`src/shared/tlc_defs.svh`:
```
// Timing counts and fixed line-code patterns for the T1 line code unit.
// Assumes a 50 MHz system clock; included by bare name.
`ifndef TLC_DEFS_SVH
`define TLC_DEFS_SVH
// ==========================================================
// Rates and times
`define TLC_CLK_KHZ 50000
`define TLC_LINE_KHZ 1544
`define TLC_BIT_CYCLES (`TLC_CLK_KHZ / `TLC_LINE_KHZ)
`define TLC_FLASH_HALF_MS 250
`define TLC_FLASH_CYCLES (`TLC_FLASH_HALF_MS * `TLC_CLK_KHZ)
// ==========================================================
// Substitution pattern, bit j is step j of the eight slots
`define TLC_SUB_LEN 4'h8
`define TLC_SUB_MARKS 8'hd8
`define TLC_SUB_SAME 8'h88
// ==========================================================
// Blue code detection
`define TLC_AIS_WINDOW 2048
`define TLC_AIS_MAX_ZEROS 2'h3
// Last mark taken as negative so the first mark goes positive
`define TLC_POL_RESET 1'b0
`endif

```
`src/shared/tlc_pkg.sv`:
```
// Types shared by the T1 line code unit.
// Assumes nothing beyond a SystemVerilog compiler.
package tlc_pkg;
  // ==========================================================
  // One line symbol: both high is an illegal double pulse
  typedef struct packed {
    logic pos;
    logic neg;
  } tlc_sym_t;

  // ==========================================================
  // Transmit encoder states
  typedef enum logic [1:0] {
    TLC_TX_PASS = 2'b01,
    TLC_TX_SUB = 2'b10
  } tlc_tx_state_t;
endpackage
```
`src/rtl/tlc_line_unit.sv`:
```
// T1 line code unit: AMI / zero-substitution encoder, decoder and alarm indication.
// Assumes one 50 MHz clock; receive symbols arrive aligned to the internal bit rate.
// Contract
// - Each one bit goes out as a line pulse; each zero leaves the line idle.
// - Successive marks alternate polarity so the receiver can spot coding errors.
// - In substitution mode eight zeros become a pattern holding two polarity violations.
// - In substitution mode the receiver restores the eight zeros exactly.
// - Framing is extended superframe or superframe, matching the far end.
// - Same-polarity marks outside a valid pattern raise a violation indication.
// - Yellow alarm flashes the indicator; received all-ones blue code holds it steady.
`timescale 1ns/100ps
`include "tlc_defs.svh"
module tlc_line_unit #(
  parameter int BIT_CYCLES = `TLC_BIT_CYCLES,
  parameter int FLASH_CYCLES = `TLC_FLASH_CYCLES
) (
  input wire logic CLK_IN,
  input wire logic RESET_IN,
  input wire logic LINE_B8ZS_IN,
  input wire logic FORMAT_ESF_IN,
  input wire logic TX_DATA_IN,
  output logic TX_TAKE_OUT,
  output logic TX_POS_OUT,
  output logic TX_NEG_OUT,
  input wire logic RX_POS_IN,
  input wire logic RX_NEG_IN,
  output logic RX_DATA_OUT,
  output logic RX_VALID_OUT,
  output logic BPV_OUT,
  input wire logic YEL_SF_IN,
  input wire logic YEL_ESF_IN,
  output logic AIS_OUT,
  output logic ALARM_LED_OUT
);
  import tlc_pkg::*;

  localparam int BW = $clog2(BIT_CYCLES);
  localparam int FW = $clog2(FLASH_CYCLES);
  localparam int AW = $clog2(`TLC_AIS_WINDOW);
  // Literals cannot be indexed, so the pattern masks live here
  localparam logic [7:0] SUB_MARKS = `TLC_SUB_MARKS;
  localparam logic [7:0] SUB_SAME = `TLC_SUB_SAME;

  // ==========================================================
  // Bit rate enable
  logic [BW-1:0] bit_cnt_ff, nxt_bit_cnt;
  logic bit_en_ff, nxt_bit_en;

  always_comb begin
    nxt_bit_en = (bit_cnt_ff == BW'(BIT_CYCLES - 1));
    nxt_bit_cnt = nxt_bit_en ? '0 : bit_cnt_ff + 1'b1;
  end

  always_ff @(posedge CLK_IN or posedge RESET_IN) begin
    if (RESET_IN) begin
      bit_cnt_ff <= '0;
      bit_en_ff <= 1'b0;
    end else begin
      bit_cnt_ff <= nxt_bit_cnt;
      bit_en_ff <= nxt_bit_en;
    end
  end

  assign TX_TAKE_OUT = bit_en_ff;

  // ==========================================================
  // Transmit encoder, eight bits of look-ahead for zero runs
  tlc_tx_state_t state_ff, nxt_state;
  logic [7:0] sr_ff, nxt_sr;
  logic [3:0] sub_cnt_ff, nxt_sub_cnt;
  logic [2:0] step;
  logic last_pol_ff, nxt_last_pol, sub_pol_ff, nxt_sub_pol;
  logic tx_pos_ff, nxt_tx_pos, tx_neg_ff, nxt_tx_neg;
  logic mark, mark_pos, pol_after;

  always_comb begin
    nxt_state = state_ff;
    nxt_sr = sr_ff;
    nxt_sub_cnt = sub_cnt_ff;
    nxt_last_pol = last_pol_ff;
    nxt_sub_pol = sub_pol_ff;
    nxt_tx_pos = tx_pos_ff;
    nxt_tx_neg = tx_neg_ff;
    step = 3'(`TLC_SUB_LEN - sub_cnt_ff);
    mark = 1'b0;
    mark_pos = 1'b0;
    pol_after = last_pol_ff;
    if (bit_en_ff) begin
      case (state_ff)
        TLC_TX_SUB: begin
          mark = SUB_MARKS[step];
          mark_pos = SUB_SAME[step] ? sub_pol_ff : !sub_pol_ff;
        end
        default: begin
          mark = sr_ff[0];
          mark_pos = !last_pol_ff;
        end
      endcase
      nxt_tx_pos = mark & mark_pos;
      nxt_tx_neg = mark & !mark_pos;
      if (mark) begin
        pol_after = mark_pos;
      end
      nxt_last_pol = pol_after;
      nxt_sr = {TX_DATA_IN, sr_ff[7:1]};
      nxt_sub_cnt = (state_ff == TLC_TX_SUB) ? sub_cnt_ff - 4'h1 : 4'h0;
      nxt_state = (nxt_sub_cnt != 4'h0) ? TLC_TX_SUB : TLC_TX_PASS;
      // Plain AMI relies on the far end for ones density
      if (LINE_B8ZS_IN && nxt_sub_cnt == 4'h0 && nxt_sr == 8'h00) begin
        nxt_sub_cnt = `TLC_SUB_LEN;
        nxt_sub_pol = pol_after;
        nxt_state = TLC_TX_SUB;
      end
    end
  end

  always_ff @(posedge CLK_IN or posedge RESET_IN) begin
    if (RESET_IN) begin
      state_ff <= TLC_TX_PASS;
      sr_ff <= 8'h00;
      sub_cnt_ff <= 4'h0;
      last_pol_ff <= `TLC_POL_RESET;
      sub_pol_ff <= `TLC_POL_RESET;
      tx_pos_ff <= 1'b0;
      tx_neg_ff <= 1'b0;
    end else begin
      state_ff <= nxt_state;
      sr_ff <= nxt_sr;
      sub_cnt_ff <= nxt_sub_cnt;
      last_pol_ff <= nxt_last_pol;
      sub_pol_ff <= nxt_sub_pol;
      tx_pos_ff <= nxt_tx_pos;
      tx_neg_ff <= nxt_tx_neg;
    end
  end

  assign TX_POS_OUT = tx_pos_ff;
  assign TX_NEG_OUT = tx_neg_ff;

  // ==========================================================
  // Receive pins: two-stage synchroniser, then decoder
  tlc_sym_t rx_meta_ff, rx_sync_ff;

  always_ff @(posedge CLK_IN or posedge RESET_IN) begin
    if (RESET_IN) begin
      rx_meta_ff <= '0;
      rx_sync_ff <= '0;
    end else begin
      rx_meta_ff <= '{pos: RX_POS_IN, neg: RX_NEG_IN};
      rx_sync_ff <= rx_meta_ff;
    end
  end

  tlc_rx_decode u_rx_decode (
    .clk_in(CLK_IN),
    .reset_in(RESET_IN),
    .bit_en_in(bit_en_ff),
    .b8zs_in(LINE_B8ZS_IN),
    .sym_in(rx_sync_ff),
    .data_out(RX_DATA_OUT),
    .valid_out(RX_VALID_OUT),
    .bpv_out(BPV_OUT)
  );

  // ==========================================================
  // Alarms: blue code over a fixed window, yellow per framing format
  logic [AW-1:0] ais_win_ff, nxt_ais_win;
  logic [1:0] zero_cnt_ff, nxt_zero_cnt, zero_sum;
  logic ais_ff, nxt_ais;
  logic [FW-1:0] flash_cnt_ff, nxt_flash_cnt;
  logic flash_ff, nxt_flash, yellow, led_ff, nxt_led;

  always_comb begin
    nxt_ais_win = ais_win_ff;
    nxt_zero_cnt = zero_cnt_ff;
    nxt_ais = ais_ff;
    zero_sum = (zero_cnt_ff == `TLC_AIS_MAX_ZEROS) ? zero_cnt_ff : zero_cnt_ff + 2'(!RX_DATA_OUT);
    if (RX_VALID_OUT) begin
      nxt_ais_win = ais_win_ff + 1'b1;
      nxt_zero_cnt = zero_sum;
      if (ais_win_ff == AW'(`TLC_AIS_WINDOW - 1)) begin
        nxt_ais = (zero_sum < `TLC_AIS_MAX_ZEROS);
        nxt_zero_cnt = 2'h0;
      end
    end
    // Yellow is taken from the framer of the configured format only
    yellow = FORMAT_ESF_IN ? YEL_ESF_IN : YEL_SF_IN;
    nxt_flash_cnt = (flash_cnt_ff == FW'(FLASH_CYCLES - 1)) ? '0 : flash_cnt_ff + 1'b1;
    nxt_flash = (flash_cnt_ff == FW'(FLASH_CYCLES - 1)) ? !flash_ff : flash_ff;
    nxt_led = ais_ff | (yellow & flash_ff);
  end

  always_ff @(posedge CLK_IN or posedge RESET_IN) begin
    if (RESET_IN) begin
      ais_win_ff <= '0;
      zero_cnt_ff <= 2'h0;
      ais_ff <= 1'b0;
      flash_cnt_ff <= '0;
      flash_ff <= 1'b0;
      led_ff <= 1'b0;
    end else begin
      ais_win_ff <= nxt_ais_win;
      zero_cnt_ff <= nxt_zero_cnt;
      ais_ff <= nxt_ais;
      flash_cnt_ff <= nxt_flash_cnt;
      flash_ff <= nxt_flash;
      led_ff <= nxt_led;
    end
  end

  assign AIS_OUT = ais_ff;
  assign ALARM_LED_OUT = led_ff;
endmodule

```
`src/rtl/tlc_rx_decode.sv`:
```
// Receive decoder: bipolar symbols to data, zero-substitution removal, violation flag.
// Assumes symbols already synchronised and one symbol per bit enable.
`timescale 1ns/100ps
`include "tlc_defs.svh"
module tlc_rx_decode (
  input wire logic clk_in,
  input wire logic reset_in,
  input wire logic bit_en_in,
  input wire logic b8zs_in,
  input wire tlc_pkg::tlc_sym_t sym_in,
  output logic data_out,
  output logic valid_out,
  output logic bpv_out
);
  import tlc_pkg::*;

  // Literals cannot be indexed, so the pattern masks live here
  localparam logic [7:0] SUB_MARKS = `TLC_SUB_MARKS;
  localparam logic [7:0] SUB_SAME = `TLC_SUB_SAME;

  tlc_sym_t sym_ff [0:7];
  tlc_sym_t nxt_sym [0:7];
  tlc_sym_t win [0:7];
  tlc_sym_t lead;
  logic pol_ff, nxt_pol, pol_now, in_sub;
  logic [3:0] cnt_ff, nxt_cnt;
  logic data_ff, nxt_data, valid_ff, nxt_valid, bpv_ff, nxt_bpv;

  function automatic logic match_sub(input tlc_sym_t w [0:7], input logic pol);
    logic ok;
    logic exp_pos;
    ok = 1'b1;
    for (int j = 0; j < 8; j++) begin
      exp_pos = SUB_SAME[j] ? pol : !pol;
      if (w[j].pos != (SUB_MARKS[j] & exp_pos) || w[j].neg != (SUB_MARKS[j] & !exp_pos)) begin
        ok = 1'b0;
      end
    end
    return ok;
  endfunction

  // ==========================================================
  // Eight-symbol window; the oldest symbol leaves each bit
  always_comb begin
    lead = sym_ff[0];
    in_sub = (cnt_ff != 4'h0);
    pol_now = pol_ff;
    for (int i = 0; i < 7; i++) begin
      win[i] = sym_ff[i + 1];
    end
    win[7] = sym_in;
    nxt_sym = sym_ff;
    nxt_pol = pol_ff;
    nxt_cnt = cnt_ff;
    nxt_data = data_ff;
    nxt_valid = 1'b0;
    nxt_bpv = 1'b0;
    if (bit_en_in) begin
      nxt_valid = 1'b1;
      nxt_data = (lead.pos | lead.neg) & !in_sub;
      // Same polarity twice outside a pattern, or a double pulse
      nxt_bpv = !in_sub & ((lead.pos & lead.neg) | (lead.pos & pol_ff) | (lead.neg & !pol_ff));
      if (lead.pos ^ lead.neg) begin
        pol_now = lead.pos;
      end
      nxt_pol = pol_now;
      nxt_sym = win;
      nxt_cnt = in_sub ? cnt_ff - 4'h1 : 4'h0;
      if (b8zs_in && cnt_ff <= 4'h1 && match_sub(win, pol_now)) begin
        nxt_cnt = `TLC_SUB_LEN;
      end
    end
  end

  always_ff @(posedge clk_in or posedge reset_in) begin
    if (reset_in) begin
      for (int i = 0; i < 8; i++) begin
        sym_ff[i] <= '0;
      end
      pol_ff <= `TLC_POL_RESET;
      cnt_ff <= 4'h0;
      data_ff <= 1'b0;
      valid_ff <= 1'b0;
      bpv_ff <= 1'b0;
    end else begin
      sym_ff <= nxt_sym;
      pol_ff <= nxt_pol;
      cnt_ff <= nxt_cnt;
      data_ff <= nxt_data;
      valid_ff <= nxt_valid;
      bpv_ff <= nxt_bpv;
    end
  end

  assign data_out = data_ff;
  assign valid_out = valid_ff;
  assign bpv_out = bpv_ff;
endmodule

```
`config.mk`:
```
export PLATFORM = sky130hd
export DESIGN_NAME = tlc_line_unit
export DESIGN_NICKNAME = d
export VERILOG_FILES = /design/src/shared/tlc_pkg.sv /design/src/rtl/tlc_line_unit.sv /design/src/rtl/tlc_rx_decode.sv
export VERILOG_INCLUDE_DIRS = /design/src /design/src/shared
export SDC_FILE = /design/constraint.sdc
export NUM_CORES = 1
export LEC_CHECK = 0
export ABC_AREA = 0
export CAP_MARGIN = 10
export CORE_ASPECT_RATIO = 1.1
export CORE_MARGIN = 2
export CORE_UTILIZATION = 35
export CTS_CLUSTER_DIAMETER = 120
export DETAILED_ROUTE_END_ITERATION = 8
export DONT_BUFFER_PORTS = 1
export GPL_ROUTABILITY_DRIVEN = 0
export GPL_TIMING_DRIVEN = 1
export SLEW_MARGIN = 20
export SYNTH_ARGS = -nofsm -noshare
export SYNTH_HDL_FRONTEND = slang
export SYNTH_SLANG_ARGS = --single-unit
```
`constraint.sdc`:
```
create_clock -name CLK_IN -period 5.71 [get_ports CLK_IN]
set_input_delay 0.571 -clock CLK_IN [delete_from_list [all_inputs] [get_ports CLK_IN]]
set_output_delay 0.571 -clock CLK_IN [all_outputs]
set_load 0.01 [all_outputs]
```
==> results.toml, run 1 <==
[global_route]
grt_pass1_vias = 2716
grt_max_degree = 66
overflow = 0
antenna_found_initial = 0
grt_pass1_wl_um = 12580
track_usage_pct = 12.34

[critical_path]
path_class = "reg2reg"
critPathMaxFanout = 7
r2r_slack_ns = 3.69
setup.worst_path.start = "sub_cnt_ff[0]"
arrival_ns = 2.25
worst_r2r_endpoint = "state_ff[1]"
cpPeakStageDelay_ns = 0.67
crit_chain = "inv_1 -> ha_1 -> xnor2_1 -> a31oi_1 -> or4b_2 -> o21a_1"
critical-path-slowest-cell = "or4b_2"
required_ns = 5.94
r2r_cells = 6
cp-end-kind = "flop"
reg2reg_from = "sub_cnt_ff[0]"
worst_setup_path_start_kind = "flop"

[worst_hold_path]
hold_path_class = "in2async"

[pwr]
switchingPower_mw = 0.2548
clkPwrFrac_pct = 45.7
vdd_drop_max_mv = 0.1481
finalPower_mw = 1.244
swShare_pct = 20.47
power-per-cell-area_mw_per_mm2 = 270.2
internal_power_mw = 0.9897
p_leak_nw = 2.063
seqPwrFrac_pct = 52.9
p_comb_share_pct = 1.5

[die]
dieArea_mm2 = 0.01278
die_h_um = 118.4
num_io_pins = 17
start_util_pct = 36.05
row_count = 41
core_area_mm2 = 0.01154
die_w_um = 108.0

[clock_tree]
clock_latency_ns = 0.34
cts-resized-gates = 0
clock_path_buffers = 2
cts_num_sinks = 92
cts_hold_buf = 0
numCtsBuffers = 9
cts_root_buf = "clkbuf_16"
htreeDepth = 3
clk_pin_slew_ns = 0.06
cts_setup_buffers = 0
cts_tree = "built"

[route]
drtIter0Drc = 155
drt_pass1_iterations = 4
vias = 2652
drt-total-wl_um = 7071
drc_errors = 0
post_drt_wl_per_cell_um = 13.68
via_per_inst = 5.130
ant_nets = 0

[sta]
fin_crit_sh_pct = 35.41
drv_slew = 0
fin_setup_tns_ns = 0
rsz0062_at_grt = "no"
period_minus_slack_ns = 2.022
finClkSkew_ns = 0.007462
hold_ws_ns = 0.06975
max_slew_margin_pct = 46.50
setup_viol = 0
hold_viol_final = 0
fmax_mhz = 494.6
tightest_slew_ns = 0.8025

[layout]
layout.nets = 380
n_antenna_cell = 0
drive_gt1_share_pct = 13.08
syn2layout_area_growth_pct = 10.67

[synthesis]
syn_nets = 380
netlist_area_mm2 = 0.004161
ys.flop_type = "dfrtp_1"
avgSynthCellArea_um2 = 11.50
yosysUniqueCellTypes = 43
ys_ff_latch = 92
async_flop_share_pct = 100.0
synth_edf_count = 0
ys_seq_area_share_pct = 55.35
syn_inst = 362
ys_warn_count = 0

[run_status]
status = "finished clean"

[placement]
dpl.hpwl_um = 4744
io_buffers = 0

[job]
cap_violations = 0
[state kept, by name, summed over array words and instances, names as in the netlist, 2 cells and up]
register            flops
flash_cnt_ff           24
u_rx_decode.sym_ff     14
ais_win_ff             11
sr_ff                   8
bit_cnt_ff              5
sub_cnt_ff              4
u_rx_decode.cnt_ff      4
rx_meta_ff              2
rx_sync_ff              2
state_ff                2
u_rx_decode.lead        2
zero_cnt_ff             2
[critical path: cells and delay by family, from the launching register on]
kind,cells,cell delay (ns)
and+or+nand+nor,1,0.67
DFF,1,0.43
AOI/OAI and AO/OA,2,0.29
adders and majority gates,1,0.21
xor gates and xnor gates,1,0.21
buffers and inverters,1,0.11
[placed cells by master, fill, tap and decap left out, drive strengths merged, types with 9 or more instances in the layout]
master,instances
nand2,21
nor3,10
inv,14
nor2,18
xor2,12
xnor2,17
mux2i,11
o21ai,13
ha,9
mux2,25
a21oi,9
nand4,16
clkbuf,13
dfrtp,91
nand3,15
[synth_stat cells (all sizes together), types with 9 or more instances]
master	count	area (um2)
nor3	10	61.31
ha	9	112.6
a21oi	9	45.04
nand2	21	78.83
mux2	25	281.5
nand3	15	75.07
clkbuf	9	33.78
xnor2	17	148.9
nand4	16	100.1
inv	14	52.55
mux2i	11	110.1
o21ai	13	65.06
dfrtp	91	2277
xor2	12	105.1
nor2	18	67.56
[kinds of logic (layout without fill, tap and decap cells)]
| kind of cell | count (synthesis) | in the layout | share of synthesized area [%] |
|---|---|---|---|
| fa+ha+maj | 9 | 9 | 2.706 |
| buf+inv | 27 | 32 | 2.495 |
| mux | 36 | 36 | 9.411 |
| flops | 92 | 92 | 55.35 |
| xor+xnor | 29 | 29 | 6.103 |
| simple gates | 125 | 125 | 17.29 |
| compound gates | 44 | 44 | 6.645 |
[layout make-up]
cell class,count,area (um2)
fill,1096,6937
tap,150,187.7
multi-input combinational,243,1754
clock inverter,3,20.02
clock buffer,13,270.3
timing repair buffer,2,15.01
sequential,92,2303
inverter,14,55.05
[stage by stage]
step                instances  setup WS [ns]  utilization (%)  cell area [um2]
finish                    517          3.688            39.90             4606
global route              517          3.585            39.90             4606
CTS                       517          3.698            39.90             4606
detailed placement        501          3.717            37.39             4315
global placement          501          3.753            37.39             4315
floorplan                 362          2.749                -             4161
[worst max path at each step]
stage          slack (ns)          end
3_3_place_gp         3.75  state_ff[1]
6_report             3.69  state_ff[1]
5_1_grt              3.59  state_ff[1]
3_5_place_dp         3.72  state_ff[1]
4_1_cts              3.70  state_ff[1]
2_1_floorplan        2.75      AIS_OUT
[power groups by stage]
stage                     sequential [mW]  clock [mW]  combinational (mW)
final                               0.658       0.568              0.0184
after global routing                0.658       0.619              0.0220
after CTS                           0.658       0.586              0.0200
after detailed placement            0.670           0              0.0198
after global placement              0.670           0              0.0195
after floorplan                     0.669           0              0.0145
[metal layers]
layer  share of wire (%)  vias to the layer above  track usage [%]  wire length (um)
li1                    -                     1304                -                 -
met2                  45                       37            18.83              3168
met1                  50                     1298            16.08              3510
met3                 3.1                       13            3.254               222
met5                   0                        -                0                 0
met4                 2.4                        0            6.170               170
Note: power is estimated with default switching activity, not from simulation.
==> run 2, diff against run 1 <==
clock period = 1.9 ns   (was 5.71 ns; I/O delays follow)
==> run 2 against run 1 <==
Net effect: cell count increased by 5.2%; largest cell class unchanged; non-clock buffer count increased by 27; core utilization increased by 2.8 points; total power increased to 3.2 times the previous value; combinational power increased to 4.0 times the previous value; register-to-register slack got worse by 3.6 ns; maximum frequency increased by 11%; wire length increased by 6.4%; flip-flop and latch count unchanged; sequential power increased to 3.0 times the previous value; via count increased by 4.9%; clock skew decreased by 0.0031 ns.
==> results.toml, run 2 (synthesized netlist as in run 1, its figures left out) <==
[die]
num_io_pins = 17
start_util_pct = 36.05
die_w_um = 108.0
die_h_um = 118.4
dieArea_mm2 = 0.01278
row_count = 41
core_area_mm2 = 0.01154

[clock_tree]
cts_root_buf = "clkbuf_16"
cts_num_sinks = 92
clock_path_buffers = 2
cts_tree = "built"
htreeDepth = 3
clock_latency_ns = 0.34
clk_pin_slew_ns = 0.06
numCtsBuffers = 9

[route]
drt-total-wl_um = 7524
vias = 2781
via_per_inst = 5.112
ant_nets = 0
drt_pass1_iterations = 4
drc_errors = 0
post_drt_wl_per_cell_um = 13.83
drtIter0Drc = 220

[critical_path]
r2r_slack_ns = 0.09
path_class = "reg2reg"
critPathMaxFanout = 3
worst_setup_path_start_kind = "flop"
arrival_ns = 2.04
required_ns = 2.12
cp-end-kind = "flop"

[global_route]
grt_pass1_wl_um = 13000
track_usage_pct = 12.61
grt_pass1_vias = 2817
grt_max_degree = 39
overflow = 0
antenna_found_initial = 0

[layout]
largest_reg_flops = 24
n_antenna_cell = 0
top_register = "flash_cnt_ff"
multi_input_area_mm2 = 0.001778
reg_top3 = "flash_cnt_ff (24), u_rx_decode.sym_ff (14), ais_win_ff (11)"
most-common-layout-cells = "91 x dfrtp_1, 25 x mux2_2, 22 x buf_4, 21 x nand2_1, 18 x nor2_1"
seqCellArea_mm2 = 0.002303
syn2layout_area_growth_pct = 18.31
final_core_util_pct = 42.66
layout.nets = 407
final_common_cell = "dfrtp_1"
nFillCells = 1067
drive_gt1_share_pct = 19.04

[pwr]
vdd_drop_max_mv = 0.3875
p_leak_nw = 2.236
power-per-cell-area_mw_per_mm2 = 815.8
finalPower_mw = 4.016

[sta]
tightest_slew_ns = 0.6931
setup_viol = 0
period_minus_slack_ns = 1.814
hold_viol_final = 0
fmax_mhz = 551.1
fin_crit_sh_pct = 95.50
finClkSkew_ns = 0.004347
max_slew_margin_pct = 53.70
drv_slew = 0
fin_setup_tns_ns = 0

[placement]
dpl.hpwl_um = 5160
io_buffers = 0

[worst_hold_path]
hold_path_class = "in2reg"

[job]
cap_violations = 0

[run_status]
status = "finished clean"
## run 2: cell count changes in the layout (fill, tap and decap cells not counted), sizes merged
cell	previous run	this run
dlygate4sd3	0	4
buf	2	25
inv	14	15
clkbuf	13	10
bufinv	0	2
## run 2: metrics by stage
stage / area (um2) / setup WS (ns) / hold WS (ns) / instances
final: 4923 / 0.08554 / 0.07024 / 544
after global placement: 4512 / 0.06175 / 0.2026 / 522
after detailed placement: 4512 / 0.01807 / 0.2053 / 522
after floorplan: 4165 / 0.07132 / 0.2214 / 362
after global routing: 4923 / -0.01059 / 0.07428 / 544
after CTS: 4892 / 0.003461 / 0.05024 / 542
## run 2: per-layer routing
metal,track usage (%),share of wire (%),vias up
met4,4.567,1.5,0
met3,3.034,2.7,8
met5,0,0,-
li1,-,-,1359
met2,18.99,46,24
met1,17.62,50,1390
## run 2: power breakdown
group	switching [mW]	leakage (nW)	internal, mW
Clock	0.766	0.160	1.20
Combinational	0.0483	0.863	0.0253
Sequential	0.00670	1.21	1.97
Total	0.821	2.24	3.20
## run 2: final timing paths
kind | depth (start not counted) | start | to
max reg2reg | 7 | sub_cnt_ff[1] | last_pol_ff
max in group asynchronous | 3 | RESET_IN | u_rx_decode.sym_ff[1]
min reg2reg | 0 | rx_meta_ff[0] | rx_sync_ff[0]
min | 2 | YEL_SF_IN | ALARM_LED_OUT
min in group asynchronous | 2 | RESET_IN | ALARM_LED_OUT
max | 7 | sub_cnt_ff[1] | last_pol_ff
## run 2: worst max-delay path, cell delays in order (launching register included)
cell and delay (ns):
dfrtp_1 0.37, inv_1 0.07, buf_4 0.14, ha_1 0.20
xnor2_1 0.12, a211o_1 0.32, nand3_1 0.14, mux2_2 0.34
## run 2: layout make-up
cell class                      count  area share [%]
Tap cell                          150           3.812
Timing Repair Buffer               29           5.388
Inverter                           14           1.144
Sequential cell                    92           46.79
Clock inverter                      6           1.906
Clock buffer                       10           4.854
Multi-Input combinational cell    243           36.11
## run 2: what timing repair did
item / CTS / global route
buffers inserted: 0 / 2
endpoints found under the setup margin: 1 / 4
hold endpoints to repair: 29 / 0
resized for setup: 1 / 3
pin swaps: 0 / 1
hold buffers: 4 / 0
